File: config.mk
export PLATFORM = sky130hd
export DESIGN_NAME = rfs_supervisor
export DESIGN_NICKNAME = d
export VERILOG_FILES = /design/src/verilog/rfs_pkg.sv /design/src/verilog/rfs_supervisor.sv
export SDC_FILE = /design/constraint.sdc
export NUM_CORES = 1
export LEC_CHECK = 0
export BUFFER_PORTS_ARGS = -buffer_cell sky130_fd_sc_hd__buf_2
export CAP_MARGIN = 20
export CORE_MARGIN = 5
export CORE_UTILIZATION = 50
export CTS_CLUSTER_DIAMETER = 40
export CTS_CLUSTER_SIZE = 25
export DETAILED_ROUTE_END_ITERATION = 10
export PLACE_DENSITY = 0.78
export SETUP_SLACK_MARGIN = 0.5
export SLEW_MARGIN = 20
export SYNTH_ARGS = -nofsm -noshare
export SYNTH_HDL_FRONTEND = slang
export SYNTH_SLANG_ARGS = --single-unit
File: constraint.sdc
create_clock -name core_clk -period 4.75 [get_ports core_clk]
set_input_delay 0.2375 -clock core_clk [delete_from_list [all_inputs] [get_ports core_clk]]
set_output_delay 0.2375 -clock core_clk [all_outputs]
set_load 0.02 [all_outputs]
File: src/verilog/rfs_pkg.sv
// Purpose: Shared constants and types for the regulator fault supervisor.
// Assumes: Levels are carried as unsigned millivolt codes; clock is 10 MHz.
// Notes: Register offsets are byte addresses on a 32-bit APB bus.
package rfs_pkg;

  // Clock rate and timing figures.
  localparam int RFS_CLK_HZ = 10_000_000;
  localparam int RFS_OC_WAIT_MS = 12;
  localparam int RFS_OC_WAIT_CYC = RFS_OC_WAIT_MS * (RFS_CLK_HZ / 1000);
  localparam int RFS_VID_BLANK_US = 50;
  localparam int RFS_VID_BLANK_CYC = RFS_VID_BLANK_US * (RFS_CLK_HZ / 1_000_000);

  // Level widths and fixed levels in millivolts.
  localparam int RFS_LVL_W = 12;
  localparam int RFS_CALC_W = 16;
  localparam logic [15:0] RFS_OVP_OFS_DEF_MV = 16'h00fa;
  localparam logic [15:0] RFS_OVP_OFS_ALT_MV = 16'h00af;
  localparam logic [15:0] RFS_OVP_FLOOR_FAM1_MV = 16'h0500;
  localparam logic [15:0] RFS_OVP_FLOOR_FAM2_MV = 16'h0898;
  localparam logic [15:0] RFS_OVP_HYST_MV = 16'h0064;

  // Undervoltage assert at 60 percent and release at 70 percent, in tenths.
  localparam logic [3:0] RFS_UV_SET_TENTHS = 4'h6;
  localparam logic [3:0] RFS_UV_CLR_TENTHS = 4'h7;
  localparam logic [3:0] RFS_TENTHS_SCALE = 4'ha;

  // Comparator references, kept for documentation of the flag inputs (uA).
  localparam int RFS_AVG_OC_REF_UA = 125;
  localparam int RFS_CHAN_OC_REF_UA = 170;

  // Register map.
  localparam int RFS_NCH = 3;
  localparam logic [7:0] RFS_CTRL2_INDEX = 8'h01;
  localparam logic [11:0] RFS_CTRL2_ADDR = {2'b00, RFS_CTRL2_INDEX, 2'b00};
  localparam logic [11:0] RFS_STATUS_ADDR = 12'h008;
  localparam logic [11:0] RFS_INT_STAT_ADDR = 12'h00c;
  localparam logic [11:0] RFS_INT_MASK_ADDR = 12'h010;

  // Control register two fields.
  localparam int RFS_C2_OVP_ALT_BIT = 0;
  localparam int RFS_C2_DEADTIME_BIT = 1;
  localparam int RFS_C2_FREQ_LSB = 2;
  localparam int RFS_C2_FREQ_W = 3;
  localparam logic [7:0] RFS_CTRL2_RESET = 8'h00;
  localparam logic [7:0] RFS_CTRL2_MASK = 8'h1f;

  // Interrupt status bits.
  localparam int RFS_INT_W = 4;
  localparam int RFS_INT_OV_BIT = 0;
  localparam int RFS_INT_OC_BIT = 1;
  localparam int RFS_INT_UV_BIT = 2;
  localparam int RFS_INT_LIM_BIT = 3;
  localparam logic [3:0] RFS_INT_MASK_RESET = 4'h0;

  typedef enum logic [2:0] {
    RFS_OFF,
    RFS_SOFTSTART,
    RFS_RUN,
    RFS_OV_LATCH,
    RFS_OC_WAIT
  } rfs_state_t;

endpackage

File: src/verilog/rfs_supervisor.sv
// Purpose: Fault supervisor for a multiphase step-down regulator controller.
// Assumes: All inputs are synchronous to core_clk; levels are millivolt codes.
// Notes: Power-good is open drain; the pin is pulled low while power_good_oe is high.
//
// What this block does
// - Power-good low in shutdown and soft-start.
// - Any fault or disable drops power-good.
// - Overvoltage or overcurrent latch off until soft-start.
// - Below sixty percent: power-good low only.
// - Power-good returns above seventy percent.
// - Overvoltage level from family, phase, settings.
// - First family floor early, then target plus offset.
// - Overvoltage: low sides high, fourth phase low.
// - Hold until 100mV below trip; repeat.
// - Overvoltage latch cleared only by disable.
// - Second family code change blanks overvoltage.
// - Averaged current over reference starts shutdown.
// - Overcurrent: all gates low, fourth phase floats.
// - Wait 12ms, then retry if enabled.
// - Trip, wait, retry repeats without limit.
// - Channel over limit: high low, low high.
// - Limited channel stays blocked until current drops.
// - Overvoltage alternate comes from register two or the select pin.
//
// Implementation choices: the register offsets and register access over APB.
`timescale 1ns/1ps
module rfs_supervisor
  import rfs_pkg::*;
#(
  parameter int OC_WAIT_CYCLES = RFS_OC_WAIT_CYC,
  parameter int VID_BLANK_CYCLES = RFS_VID_BLANK_CYC
)
(
  input wire logic core_clk,
  input wire logic sys_rst,
  // APB slave.
  input wire logic psel,
  input wire logic penable,
  input wire logic pwrite,
  input wire logic [11:0] paddr,
  input wire logic [31:0] pwdata,
  output logic [31:0] prdata,
  output logic pready,
  output logic pslverr,
  output logic irq,
  // Enable conditions.
  input wire logic chip_on,
  input wire logic phase4_driver_ready_input,
  input wire logic supply_up,
  input wire logic no_cpu_code,
  // Operating family: low for the first, high for the second.
  input wire logic family_sel,
  input wire logic threshold_select_pin,
  // Soft-start sequencer state.
  input wire logic initial_delay_phase,
  input wire logic first_ramp_phase,
  input wire logic softstart_done,
  // Voltage code handling.
  input wire logic cpu_voltage_code_change,
  input wire logic dac_settled,
  input wire logic [RFS_LVL_W-1:0] dac_target_level,
  input wire logic [RFS_LVL_W-1:0] sensed_output_level,
  // Current comparators.
  input wire logic avg_overcurrent_flag,
  input wire logic [RFS_NCH-1:0] channel_overcurrent_flag,
  // Modulator requests.
  input wire logic [RFS_NCH-1:0] high_side_request,
  input wire logic fourth_phase_request,
  // Outputs to the power stage and system.
  output logic softstart_run,
  output logic [RFS_NCH-1:0] high_side_gate,
  output logic [RFS_NCH-1:0] low_side_gate,
  output logic fourth_phase_drive,
  output logic fourth_phase_drive_oe,
  input wire logic power_good_in,
  output logic power_good_out,
  output logic power_good_oe,
  output logic dead_time_mode,
  output logic [RFS_C2_FREQ_W-1:0] freq_adjust
);

  function automatic logic [RFS_CALC_W-1:0] max_mv(
    input logic [RFS_CALC_W-1:0] a,
    input logic [RFS_CALC_W-1:0] b
  );
    max_mv = (a > b) ? a : b;
  endfunction

  function automatic logic [RFS_CALC_W-1:0] scale_tenths(
    input logic [RFS_LVL_W-1:0] lvl,
    input logic [3:0] tenths
  );
    scale_tenths = RFS_CALC_W'({4'h0, lvl} * {12'h000, tenths});
  endfunction

  rfs_state_t state_q, state_d;

  // Sampled comparator flags and levels.
  logic avg_oc_q;
  logic [RFS_NCH-1:0] chan_oc_q;
  logic [RFS_LVL_W-1:0] lvl_q;
  logic [RFS_LVL_W-1:0] dac_q;

  logic uv_q;
  logic ov_force_q;
  logic [RFS_CALC_W-1:0] trip_thr_q;
  logic blank_q;
  logic blank_run_q;
  logic [15:0] blank_cnt_q;
  logic [16:0] wait_cnt_q;
  logic [7:0] ctrl2_q;
  logic [RFS_INT_W-1:0] int_q;
  logic [RFS_INT_W-1:0] mask_q;
  logic [RFS_NCH-1:0] lim_prev_q;
  logic uv_prev_q;

  // Enable chain.
  wire enabled = chip_on & phase4_driver_ready_input & supply_up & ~no_cpu_code;

  // Overvoltage threshold selection.
  wire ovp_alt = ctrl2_q[RFS_C2_OVP_ALT_BIT] | threshold_select_pin;
  wire [RFS_CALC_W-1:0] ovp_ofs = ovp_alt ? RFS_OVP_OFS_ALT_MV : RFS_OVP_OFS_DEF_MV;
  wire [RFS_CALC_W-1:0] ovp_base = RFS_CALC_W'({4'h0, dac_q} + ovp_ofs);
  wire in_ss = (state_q == RFS_SOFTSTART);
  wire fam1_early = ~family_sel & in_ss & (initial_delay_phase | first_ramp_phase);
  wire fam2_ss = family_sel & in_ss;
  wire [RFS_CALC_W-1:0] ovp_thr =
    fam2_ss ? max_mv(RFS_OVP_FLOOR_FAM2_MV, ovp_base) :
    fam1_early ? max_mv(RFS_OVP_FLOOR_FAM1_MV, ovp_base) :
    ovp_base;

  wire [RFS_CALC_W-1:0] lvl_w = {4'h0, lvl_q};
  wire ov_raw = (lvl_w > ovp_thr) & ~blank_q;
  wire ov_release = (lvl_w + RFS_OVP_HYST_MV) < trip_thr_q;
  wire powered = (state_q == RFS_SOFTSTART) | (state_q == RFS_RUN);
  wire ov_trip = ov_raw & powered;
  wire ov_retrip = ov_raw & (state_q == RFS_OV_LATCH) & ~ov_force_q;
  wire oc_trip = avg_oc_q & powered & ~ov_trip;

  // Undervoltage with hysteresis.
  wire [RFS_CALC_W-1:0] lvl_x10 = scale_tenths(lvl_q, RFS_TENTHS_SCALE);
  wire uv_set = lvl_x10 < scale_tenths(dac_q, RFS_UV_SET_TENTHS);
  wire uv_clr = lvl_x10 > scale_tenths(dac_q, RFS_UV_CLR_TENTHS);
  wire uv_d = uv_q ? ~uv_clr : uv_set;

  wire wait_done = (wait_cnt_q == 17'(OC_WAIT_CYCLES - 1));

  // Next state.
  always_comb
  begin
    state_d = state_q;
    case (state_q)
      RFS_OFF:
        if (enabled)
          state_d = RFS_SOFTSTART;
      RFS_SOFTSTART, RFS_RUN:
        if (ov_trip)
          state_d = RFS_OV_LATCH;
        else if (oc_trip)
          state_d = RFS_OC_WAIT;
        else if (in_ss && softstart_done)
          state_d = RFS_RUN;
      RFS_OV_LATCH:
        state_d = RFS_OV_LATCH;
      RFS_OC_WAIT:
        if (wait_done)
          state_d = RFS_SOFTSTART;
      default:
        state_d = RFS_OFF;
    endcase
    if (!enabled)
      state_d = RFS_OFF;
  end

  always_ff @(posedge core_clk or posedge sys_rst)
  begin
    if (sys_rst)
      state_q <= RFS_OFF;
    else
      state_q <= state_d;
  end

  // Input sampling on the core clock.
  always_ff @(posedge core_clk or posedge sys_rst)
  begin
    if (sys_rst)
    begin
      avg_oc_q <= 1'b0;
      chan_oc_q <= '0;
      lvl_q <= '0;
      dac_q <= '0;
    end
    else
    begin
      avg_oc_q <= avg_overcurrent_flag;
      chan_oc_q <= channel_overcurrent_flag;
      lvl_q <= sensed_output_level;
      dac_q <= dac_target_level;
    end
  end

  // Overvoltage force with the tripping threshold captured for release.
  always_ff @(posedge core_clk or posedge sys_rst)
  begin
    if (sys_rst)
    begin
      ov_force_q <= 1'b0;
      trip_thr_q <= '0;
    end
    else if (state_d == RFS_OFF)
      ov_force_q <= 1'b0;
    else if (ov_trip || ov_retrip)
    begin
      ov_force_q <= 1'b1;
      trip_thr_q <= ovp_thr;
    end
    else if (ov_force_q && ov_release)
      ov_force_q <= 1'b0;
  end

  // Second family code change blanking, ending a fixed time after settling.
  always_ff @(posedge core_clk or posedge sys_rst)
  begin
    if (sys_rst)
    begin
      blank_q <= 1'b0;
      blank_run_q <= 1'b0;
      blank_cnt_q <= '0;
    end
    else if (family_sel && state_q == RFS_RUN && cpu_voltage_code_change)
    begin
      blank_q <= 1'b1;
      blank_run_q <= 1'b0;
      blank_cnt_q <= '0;
    end
    else if (state_q != RFS_RUN)
    begin
      blank_q <= 1'b0;
      blank_run_q <= 1'b0;
    end
    else if (blank_q && !blank_run_q && dac_settled)
      blank_run_q <= 1'b1;
    else if (blank_run_q)
    begin
      if (blank_cnt_q == 16'(VID_BLANK_CYCLES - 1))
      begin
        blank_q <= 1'b0;
        blank_run_q <= 1'b0;
      end
      else
        blank_cnt_q <= blank_cnt_q + 16'h0001;
    end
  end

  // Retry wait counter.
  always_ff @(posedge core_clk or posedge sys_rst)
  begin
    if (sys_rst)
      wait_cnt_q <= '0;
    else if (state_q == RFS_OC_WAIT)
      wait_cnt_q <= wait_cnt_q + 17'h00001;
    else
      wait_cnt_q <= '0;
  end

  always_ff @(posedge core_clk or posedge sys_rst)
  begin
    if (sys_rst)
      uv_q <= 1'b0;
    else
      uv_q <= uv_d;
  end

  // Gate drive selection.
  wire run_gates = powered & ~ov_trip & ~oc_trip;
  // Low sides go high on the trip cycle itself, not one cycle after the force flop.
  wire ov_now = ov_force_q | ov_trip | ov_retrip;
  wire [RFS_NCH-1:0] hs_d = run_gates ? (high_side_request & ~chan_oc_q) : '0;
  wire [RFS_NCH-1:0] ls_d =
    ov_now ? '1 :
    run_gates ? (~high_side_request | chan_oc_q) : '0;
  wire p4_oe_d = ov_now | run_gates;
  wire p4_d = run_gates & ~ov_force_q & fourth_phase_request;
  wire pg_d = (state_q == RFS_RUN) & enabled & ~uv_d & ~ov_raw & ~avg_oc_q & ~ov_force_q;

  always_ff @(posedge core_clk or posedge sys_rst)
  begin
    if (sys_rst)
    begin
      high_side_gate <= '0;
      low_side_gate <= '0;
      fourth_phase_drive <= 1'b0;
      fourth_phase_drive_oe <= 1'b0;
      power_good_out <= 1'b0;
      power_good_oe <= 1'b1;
      softstart_run <= 1'b0;
    end
    else
    begin
      high_side_gate <= hs_d;
      low_side_gate <= ls_d;
      fourth_phase_drive <= p4_d;
      fourth_phase_drive_oe <= p4_oe_d;
      power_good_out <= 1'b0;
      power_good_oe <= ~pg_d;
      softstart_run <= (state_d == RFS_SOFTSTART) | (state_d == RFS_RUN);
    end
  end

  // APB slave: one wait state, answer on the second access cycle.
  wire apb_acc = psel & penable & ~pready;
  wire apb_done = psel & penable & pready;
  wire hit_ctrl2 = (paddr == RFS_CTRL2_ADDR);
  wire hit_status = (paddr == RFS_STATUS_ADDR);
  wire hit_int = (paddr == RFS_INT_STAT_ADDR);
  wire hit_mask = (paddr == RFS_INT_MASK_ADDR);
  wire hit_any = hit_ctrl2 | hit_status | hit_int | hit_mask;
  wire wr_en = apb_done & pwrite & ~pslverr;
  wire int_rd_clr = apb_done & ~pwrite & hit_int;

  wire [31:0] status_word = {21'h000000, lim_prev_q, power_good_in, ~power_good_oe,
    blank_q, ov_force_q, uv_q, 3'(state_q)};
  wire [31:0] rd_word =
    hit_ctrl2 ? {24'h000000, ctrl2_q} :
    hit_status ? status_word :
    hit_int ? {28'h0000000, int_q} :
    hit_mask ? {28'h0000000, mask_q} : 32'h00000000;

  // Interrupt events; a new event wins over a read clear in the same cycle.
  wire [RFS_INT_W-1:0] ev;
  assign ev[RFS_INT_OV_BIT] = ov_trip | ov_retrip;
  assign ev[RFS_INT_OC_BIT] = oc_trip;
  assign ev[RFS_INT_UV_BIT] = uv_q & ~uv_prev_q;
  assign ev[RFS_INT_LIM_BIT] = |(chan_oc_q & ~lim_prev_q);
  wire [RFS_INT_W-1:0] int_d = (int_q & ~{RFS_INT_W{int_rd_clr}}) | ev;

  always_ff @(posedge core_clk or posedge sys_rst)
  begin
    if (sys_rst)
    begin
      pready <= 1'b0;
      pslverr <= 1'b0;
      prdata <= '0;
    end
    else
    begin
      pready <= apb_acc;
      pslverr <= apb_acc & ~hit_any;
      prdata <= (apb_acc && !pwrite) ? rd_word : 32'h00000000;
    end
  end

  always_ff @(posedge core_clk or posedge sys_rst)
  begin
    if (sys_rst)
    begin
      ctrl2_q <= RFS_CTRL2_RESET;
      mask_q <= RFS_INT_MASK_RESET;
    end
    else if (wr_en && hit_ctrl2)
      ctrl2_q <= pwdata[7:0] & RFS_CTRL2_MASK;
    else if (wr_en && hit_mask)
      mask_q <= pwdata[RFS_INT_W-1:0];
  end

  always_ff @(posedge core_clk or posedge sys_rst)
  begin
    if (sys_rst)
    begin
      int_q <= '0;
      lim_prev_q <= '0;
      uv_prev_q <= 1'b0;
      irq <= 1'b0;
      dead_time_mode <= 1'b0;
      freq_adjust <= '0;
    end
    else
    begin
      int_q <= int_d;
      lim_prev_q <= chan_oc_q;
      uv_prev_q <= uv_q;
      irq <= |(int_d & mask_q);
      dead_time_mode <= ctrl2_q[RFS_C2_DEADTIME_BIT];
      freq_adjust <= ctrl2_q[RFS_C2_FREQ_LSB +: RFS_C2_FREQ_W];
    end
  end

endmodule // rfs_supervisor
==> impl_metrics.toml, run 1 <==
[status]
status = "finished, violations left"
failed_checks = "hold timing, setup timing"

[floorplan]
floorplan.rows = 48
dieArea_sq_um = 20180
core_sq_um = 17180
start_util_pct = 50.76
dieHeight_um = 142.1
die_w_um = 142.1
io_pins = 143

[synthesis]
synth_top_area_share_pct = 35.87
syn_avg_cell_area_sq_um = 9.614
yosysWarnings = 0
ys.flop_type = "dfrtp_1"
ys_types = 79
synth-seq-cells = 126
yosysSeqAreaShare_pct = 36.17
synthArstFlopShare_pct = 100.0
netlist_area_sq_um = 8720
synth_edf_count = 0
synth_top_cell_by_area = "dfrtp_1"
synth_area_leaders = "dfrtp_1 36%, ha_1 14%, xnor2_1 3.7%"
synthCells = 907

[clock_network]
cts_max_level = 4
cts_sinks = 126
clk_latency_ns = 0.43
cts_tree = "done"
cts_buffers = 17
clkTransAtPathRegs_ns = 0.06
cts-root-buf = "clkbuf_16"
max-clock-path-buffers = 2

[timing]
post-route-period-util_pct = 100.3
tightest_slew_ns = 0.9536
setup_viol = 1
layout_min_cycle_time_ns = 4.764
rsz0062_at_grt = "true"
max_slew_margin_pct = 35.94
fin_skew_ns = 0.008722
fin_ws_ns = -0.01413
fin_hold_ws_ns = -0.04003
timing.final.hold_violations = 84
fmax_ghz = 0.2099
drv_slew = 0

[pwr]
combPwrFrac_pct = 27.8
ir_drop_mv = 0.2529
switching_share_pct = 30.57
p_leak_nw = 5.303
cellPowerDensity_nw_per_um2 = 330.2
switchingPower_w = 0.001119
clkPwrFrac_pct = 40.3
seqPwrFrac_pct = 31.9
internal_power_w = 0.002542

[worst_setup_path]
slowest_delay_ns = 0.38
crit_path_end_kind = "flip-flop"
worst_ep_arrival_time_ns = 5.10
reg2reg_slack_ns = -0.01
cp_common_cell = "buf_4"
crit_type = "flip-flop to flip-flop"
slowest_stage = "dfrtp_1"
worst-path-max-fanout = 7
cp-start-kind = "flip-flop"
critical_path_required_ns = 5.09
worstPathCellList = "or2_4 -> ha_4 -> or2_0 -> maj3_2 -> o31ai_4 -> xnor2_2 -> buf_4 -> a211oi_2 -> a21oi_2 -> buf_4 -> buf_4 -> or3_1 -> ha_1 -> nand4_1 -> a221o_1 -> a32oi_2 -> and3_4 -> nand3_4 -> o31ai_2"

[final_layout]
drive_gt1_share_pct = 24.48
register_area_sq_um = 3159
final_common_cell = "dfrtp_1"
most-common-layout-cells = "121 x dfrtp_1, 93 x ha_1, 93 x buf_2, 84 x nor2_1, 63 x buf_4"
multiInputGateArea_sq_um = 5499
utilization_pct = 64.55
area_delta_synth_final_pct = 27.15
fillers = 1331
n_antenna_cell = 0
finalNonFillerCells = 1332
nets = 1301

[route]
vias = 7345
drt_wl_total_um = 22180
avgViaCountPerCell = 5.514
drc_errors = 0
first_iter_violations = 385
routedWlPerCell_um = 16.65
ant_nets = 0
drt_first_pass_iters = 7

[grt]
grt_pass1_wl_um = 36200
grt_pass1_vias = 7489
grtUsageTotal_pct = 22.20
grt_max_degree = 87
grt_overflow = 0
grt_antenna_before_repair = 0

[place]
dpl.cell_count = 1250
io_buffer_count = 93
place_ws_ns = -0.02528
dp.final_hpwl_um = 15930
place.gp.congestion = 0.9353

[job]
drv_cap = 0

[hold_path]
hp-class = "primary input to asynchronous set/reset pin"
[through the flow]
step	hold WS (ns)	total power, W	setup TNS [ns]	cell area (sq um)
2_1_floorplan	0.2689	0.001811	0	8941
3_3_place_gp	0.3452	0.002029	0	9751
3_5_place_dp	0.3468	0.002063	-0.1117	9751
4_1_cts	0.03342	0.003612	0	10900
5_1_grt	0.03245	0.003843	-3.347	11090
6_report	-0.04003	0.003661	-0.01413	11090
[registers in the layout, summed over array words and instances (netlist names), 3 cells and up]
signal / count
blank_cnt_q: 16
wait_cnt_q: 17
lvl_q: 12
prdata: 11
trip_thr_q: 13
high_side_gate: 3
int_q: 4
low_side_gate: 3
freq_adjust: 3
dac_q: 12
mask_q: 4
ctrl2_q: 5
state_q: 3
chan_oc_q: 3
lim_prev_q: 3
[layout make-up]
class	count	share of cell area, %
Sequential cell	126	28.50
Inverter	62	2.144
Clock buffer	20	4.029
Tap cell	225	2.539
Clock inverter	12	1.896
Timing Repair Buffer	187	11.30
Multi-Input combinational cell	700	49.60
[power groups by stage]
| stage | clock network (W) | logic (W) | registers [W] |
|---|---|---|---|
| final | 0.00148 | 0.00102 | 0.00117 |
| after global placement | 0 | 0.000847 | 0.00118 |
| after floorplan | 0 | 0.000637 | 0.00117 |
| after detailed placement | 0 | 0.000878 | 0.00118 |
| after CTS | 0.00149 | 0.000956 | 0.00117 |
| after global routing | 0.00154 | 0.00113 | 0.00117 |
[path summary, 6_finish.rpt]
check | from | endpoint | cells after the start
setup / recovery | ctrl2_q[0]$_DFFE_PP0P_ | trip_thr_q[2]$_DFFE_PP0P_ | 19
hold / removal | sys_rst | blank_cnt_q[6]$_DFFE_PP0P_ | 2
setup reg to reg | ctrl2_q[0]$_DFFE_PP0P_ | trip_thr_q[2]$_DFFE_PP0P_ | 19
hold reg to reg | ctrl2_q[4]$_DFFE_PP0P_ | freq_adjust[2]$_DFF_PP0_ | 0
max in group asynchronous | sys_rst | wait_cnt_q[13]$_DFF_PP0_ | 3
min in group core_clk | power_good_in | prdata[7]$_DFF_PP0_ | 2
[worst max-delay path: cells and delay by family (launching register included)]
family / cells / cell delay (ns)
flip-flops: 1 / 0.38
XOR/XNOR: 1 / 0.10
adder cells (fa/ha/maj): 3 / 0.85
AND/OR/NAND/NOR: 6 / 1.46
AO/OA/AOI/OAI: 6 / 1.42
buffers and inverters: 3 / 0.46
[synthesized netlist by cell type (4+ instances only)]
| master | instances |
|---|---|
| a211oi_1 | 4 |
| a21o_1 | 24 |
| a21oi_1 | 45 |
| a31oi_1 | 7 |
| and2_1 | 4 |
| and3_1 | 19 |
| and4_1 | 5 |
| buf_4 | 22 |
| clkbuf_1 | 14 |
| dfrtp_1 | 125 |
| fa_1 | 14 |
| ha_1 | 100 |
| inv_1 | 62 |
| mux2_2 | 9 |
| nand2_1 | 52 |
| nand2b_1 | 10 |
| nand3_1 | 26 |
| nand4_1 | 13 |
| nand4b_1 | 4 |
| nor2_1 | 86 |
| nor2b_1 | 12 |
| nor3_1 | 21 |
| nor4_1 | 5 |
| o21a_1 | 9 |
| o21ai_0 | 38 |
| o21bai_1 | 8 |
| o22ai_1 | 5 |
| o31ai_1 | 10 |
| or3_1 | 12 |
| xnor2_1 | 37 |
| xor2_1 | 35 |
[metal layers]
metal	share of wire (%)	track usage, %	vias to the layer above	wire, um
met2	49	37.54	214	10850
met4	2.7	8.586	0	604
met3	4.6	3.192	42	1023
li1	-	-	3562	-
met1	44	28.89	3527	9702
met5	0	0	-	0
[cell families after synthesis]
| logic type | Yosys count | synth area share, % |
|---|---|---|
| AO/OA/AOI/OAI | 193 | 14.98 |
| XOR/XNOR | 75 | 7.792 |
| adder cells (fa/ha/maj) | 115 | 17.69 |
| buffers and inverters | 102 | 5.539 |
| flip-flops | 126 | 36.17 |
| multiplexers | 10 | 1.277 |
| other | 1 | 0.04301 |
| AND/OR/NAND/NOR | 285 | 16.50 |
[repair_timing]
item / in CTS / in global routing
hold buffers: 28 / 0
setup endpoints to repair: 31 / 31
endpoints found under the hold margin: 28 / 0
setup buffers: 12 / 10
pin swaps: 31 / 32
gates resized for setup: 33 / 28
No activity file was read; power rests on OpenSTA's default activity.
==> run 2: changes to the inputs <==
--- a/config.mk
+++ b/config.mk
@@ -5,14 +5,14 @@
 export SDC_FILE = /design/constraint.sdc
 export NUM_CORES = 1
 export LEC_CHECK = 0
-export BUFFER_PORTS_ARGS = -buffer_cell sky130_fd_sc_hd__buf_2
 export CAP_MARGIN = 20
 export CORE_MARGIN = 5
-export CORE_UTILIZATION = 50
+export CORE_UTILIZATION = 40
 export CTS_CLUSTER_DIAMETER = 40
 export CTS_CLUSTER_SIZE = 25
 export DETAILED_ROUTE_END_ITERATION = 10
-export PLACE_DENSITY = 0.78
+export DONT_BUFFER_PORTS = 1
+export PLACE_DENSITY = 0.59
 export SETUP_SLACK_MARGIN = 0.5
 export SLEW_MARGIN = 20
 export SYNTH_ARGS = -nofsm -noshare
==> run 2 against run 1 <==
The run now ends clean. Setup slack improved by 0.047 ns. Via count fell by 7.7%. Die area rose by 23%. First-iteration DRC count fell by 3.6%. Hold slack improved by 0.075 ns. Clock skew rose by 0.0044 ns. Non-clock buffer count fell by 86.
==> impl_metrics.toml, run 2 (same netlist as run 1, synthesis figures left out) <==
[grt]
grt_antenna_before_repair = 0
grt_pass1_wl_um = 34780
grtUsageTotal_pct = 17.53
grt_max_degree = 68
grt_overflow = 0
grt_pass1_vias = 6857

[timing]
rsz0062_at_grt = "true"
fin_hold_ws_ns = 0.03483
fin_skew_ns = 0.01311
setup_viol = 0
layout_min_cycle_time_ns = 4.717
tightest_slew_ns = 0.8864
fmax_ghz = 0.2120
drv_slew = 0
timing.final.hold_violations = 0
max_slew_margin_pct = 40.45
post-route-period-util_pct = 99.31
fin_ws_ns = 0.03265

[final_layout]
regMostFlops = "wait_cnt_q"
area_delta_synth_final_pct = 22.67
nets = 1215
final_common_cell = "dfrtp_1"
most-common-layout-cells = "121 x dfrtp_1, 94 x ha_1, 84 x nor2_1, 60 x inv_1, 55 x buf_4"
drive_gt1_share_pct = 17.53
finalNonFillerCells = 1301
n_antenna_cell = 0
largest_register_ffs = 17
reg_top3 = "wait_cnt_q (17), blank_cnt_q (16), trip_thr_q (13)"

[pwr]
seqPwrFrac_pct = 35.0
switchingPower_w = 0.001100
combPwrFrac_pct = 28.4
clkPwrFrac_pct = 36.6
switching_share_pct = 32.85
internal_power_w = 0.002249
cellPowerDensity_nw_per_um2 = 313.1
p_leak_nw = 4.866
ir_drop_mv = 0.1823

[floorplan]
floorplan.rows = 54
dieArea_sq_um = 24850
io_pins = 143
dieHeight_um = 157.6
core_sq_um = 21620
start_util_pct = 40.33
die_w_um = 157.6

[route]
drt_first_pass_iters = 4
vias = 6778
routedWlPerCell_um = 16.45
first_iter_violations = 371
drc_errors = 0
drt_wl_total_um = 21400
ant_nets = 0
avgViaCountPerCell = 5.210

[status]
status = "completed"

[clock_network]
cts-root-buf = "clkbuf_16"
cts_sinks = 126
cts_tree = "done"
clkTransAtPathRegs_ns = 0.06
cts_buffers = 17
cts_max_level = 4
max-clock-path-buffers = 2
clk_latency_ns = 0.42

[place]
place_ws_ns = 0.03244
dp.final_hpwl_um = 16230
place.gp.congestion = 0.8185
io_buffer_count = 0
dpl.cell_count = 1221

[worst_setup_path]
worst-path-max-fanout = 11
critical_path_required_ns = 5.05
worst_ep_arrival_time_ns = 5.02
crit_path_end_kind = "flip-flop"
reg2reg_to = "trip_thr_q[2]$_DFFE_PP0P_"
worst-r2r-cell-count = 20
crit_type = "flip-flop to flip-flop"
timing.rr.start = "ctrl2_q[0]$_DFFE_PP0P_"
reg2reg_slack_ns = 0.03
cp-start-kind = "flip-flop"

[hold_path]
worstHoldStart = "pwdata[0]"
hp-class = "primary input to flip-flop"
hold_path_depth = 1
whs_endpoint = "ctrl2_q[0]$_DFFE_PP0P_"

[job]
drv_cap = 0
-- run 2: cell count changes in the layout (fill, tap and decap cells not counted), moves of 5 or more --
cell	before	now
bufinv_16	5	0
nand2_1	49	41
nand2_2	2	9
buf_4	63	55
buf_2	93	0
dlygate4sd3_1	28	38
-- run 2: critical path, stage by stage, from the launching register on --
cell      delay [ns]
dfrtp_1         0.38
or2_4           0.24
ha_4            0.17
or2_1           0.23
maj3_2          0.38
o311ai_4        0.24
xnor2_1         0.17
o31ai_1         0.10
or4_4           0.51
and2_4          0.17
a21o_1          0.21
ha_4            0.27
o211a_1         0.16
o31ai_2         0.07
a221o_1         0.36
a32oi_2         0.27
and3_4          0.31
buf_12          0.12
nand2_8         0.09
nand2_2         0.10
o31ai_2         0.05
-- run 2: stage by stage --
step,power [W],area [sq um],utilization (%),TNS (ns)
after global routing,0.003555,10700,49.47,-2.514
after global placement,0.002032,9437,43.65,0
after CTS,0.003350,10580,48.92,0
after floorplan,0.001811,8941,-,0
final,0.003349,10700,49.47,0
after detailed placement,0.002048,9437,43.65,0
-- run 2: area by class of cell --
cell class,count,area [sq um]
Fill cell,1967,10920
Clock buffer,19,442.9
Clock inverter,13,103.9
Timing Repair Buffer,101,900.9
Tap cell,280,350.3
Multi-Input combinational cell,700,5502
Sequential cell,126,3159
Inverter,62,237.7
-- run 2: how the worst max path moves through the flow --
stage / from / end / slack [ns]
final: ctrl2_q[0]$_DFFE_PP0P_ / trip_thr_q[2]$_DFFE_PP0P_ / 0.03
after global routing: ctrl2_q[0]$_DFFE_PP0P_ / softstart_run$_DFF_PP0_ / -0.16
after CTS: ctrl2_q[0]$_DFFE_PP0P_ / ov_force_q$_DFFE_PP0P_ / 0.08
after detailed placement: ctrl2_q[0]$_DFFE_PP0P_ / trip_thr_q[11]$_DFFE_PP0P_ / 0.03
after global placement: ctrl2_q[0]$_DFFE_PP0P_ / trip_thr_q[11]$_DFFE_PP0P_ / 0.05
after floorplan: ctrl2_q[0]$_DFFE_PP0P_ / softstart_run$_DFF_PP0_ / 0.04
-- run 2: repair_timing --
action / in CTS / in global routing
pin swaps: 32 / 19
endpoints found under the setup margin: 31 / 31
hold buffers: 38 / 0
setup buffers: 8 / 2
endpoints found under the hold margin: 98 / 0
resized for setup: 41 / 31
-- run 2: power by group through the flow --
stage                     combinational (W)  sequential, W  clock (W)
after floorplan                    0.000637        0.00117          0
after global placement             0.000842        0.00119          0
after detailed placement           0.000859        0.00119          0
after CTS                          0.000925        0.00117    0.00125
after global routing                0.00108        0.00118    0.00130
final                              0.000952        0.00117    0.00123
-- run 2: layer usage --
metal  routed length [um]  part of all wire (%)  vias to the layer above  track usage [%]
met5                    0                     0                        -                0
met4                  453                   2.1                        0            5.735
met3                  843                   3.9                       30            3.116
met2                 9989                    47                      118            27.73
met1                10110                    47                     3236            24.44
li1                     -                     -                     3394                -
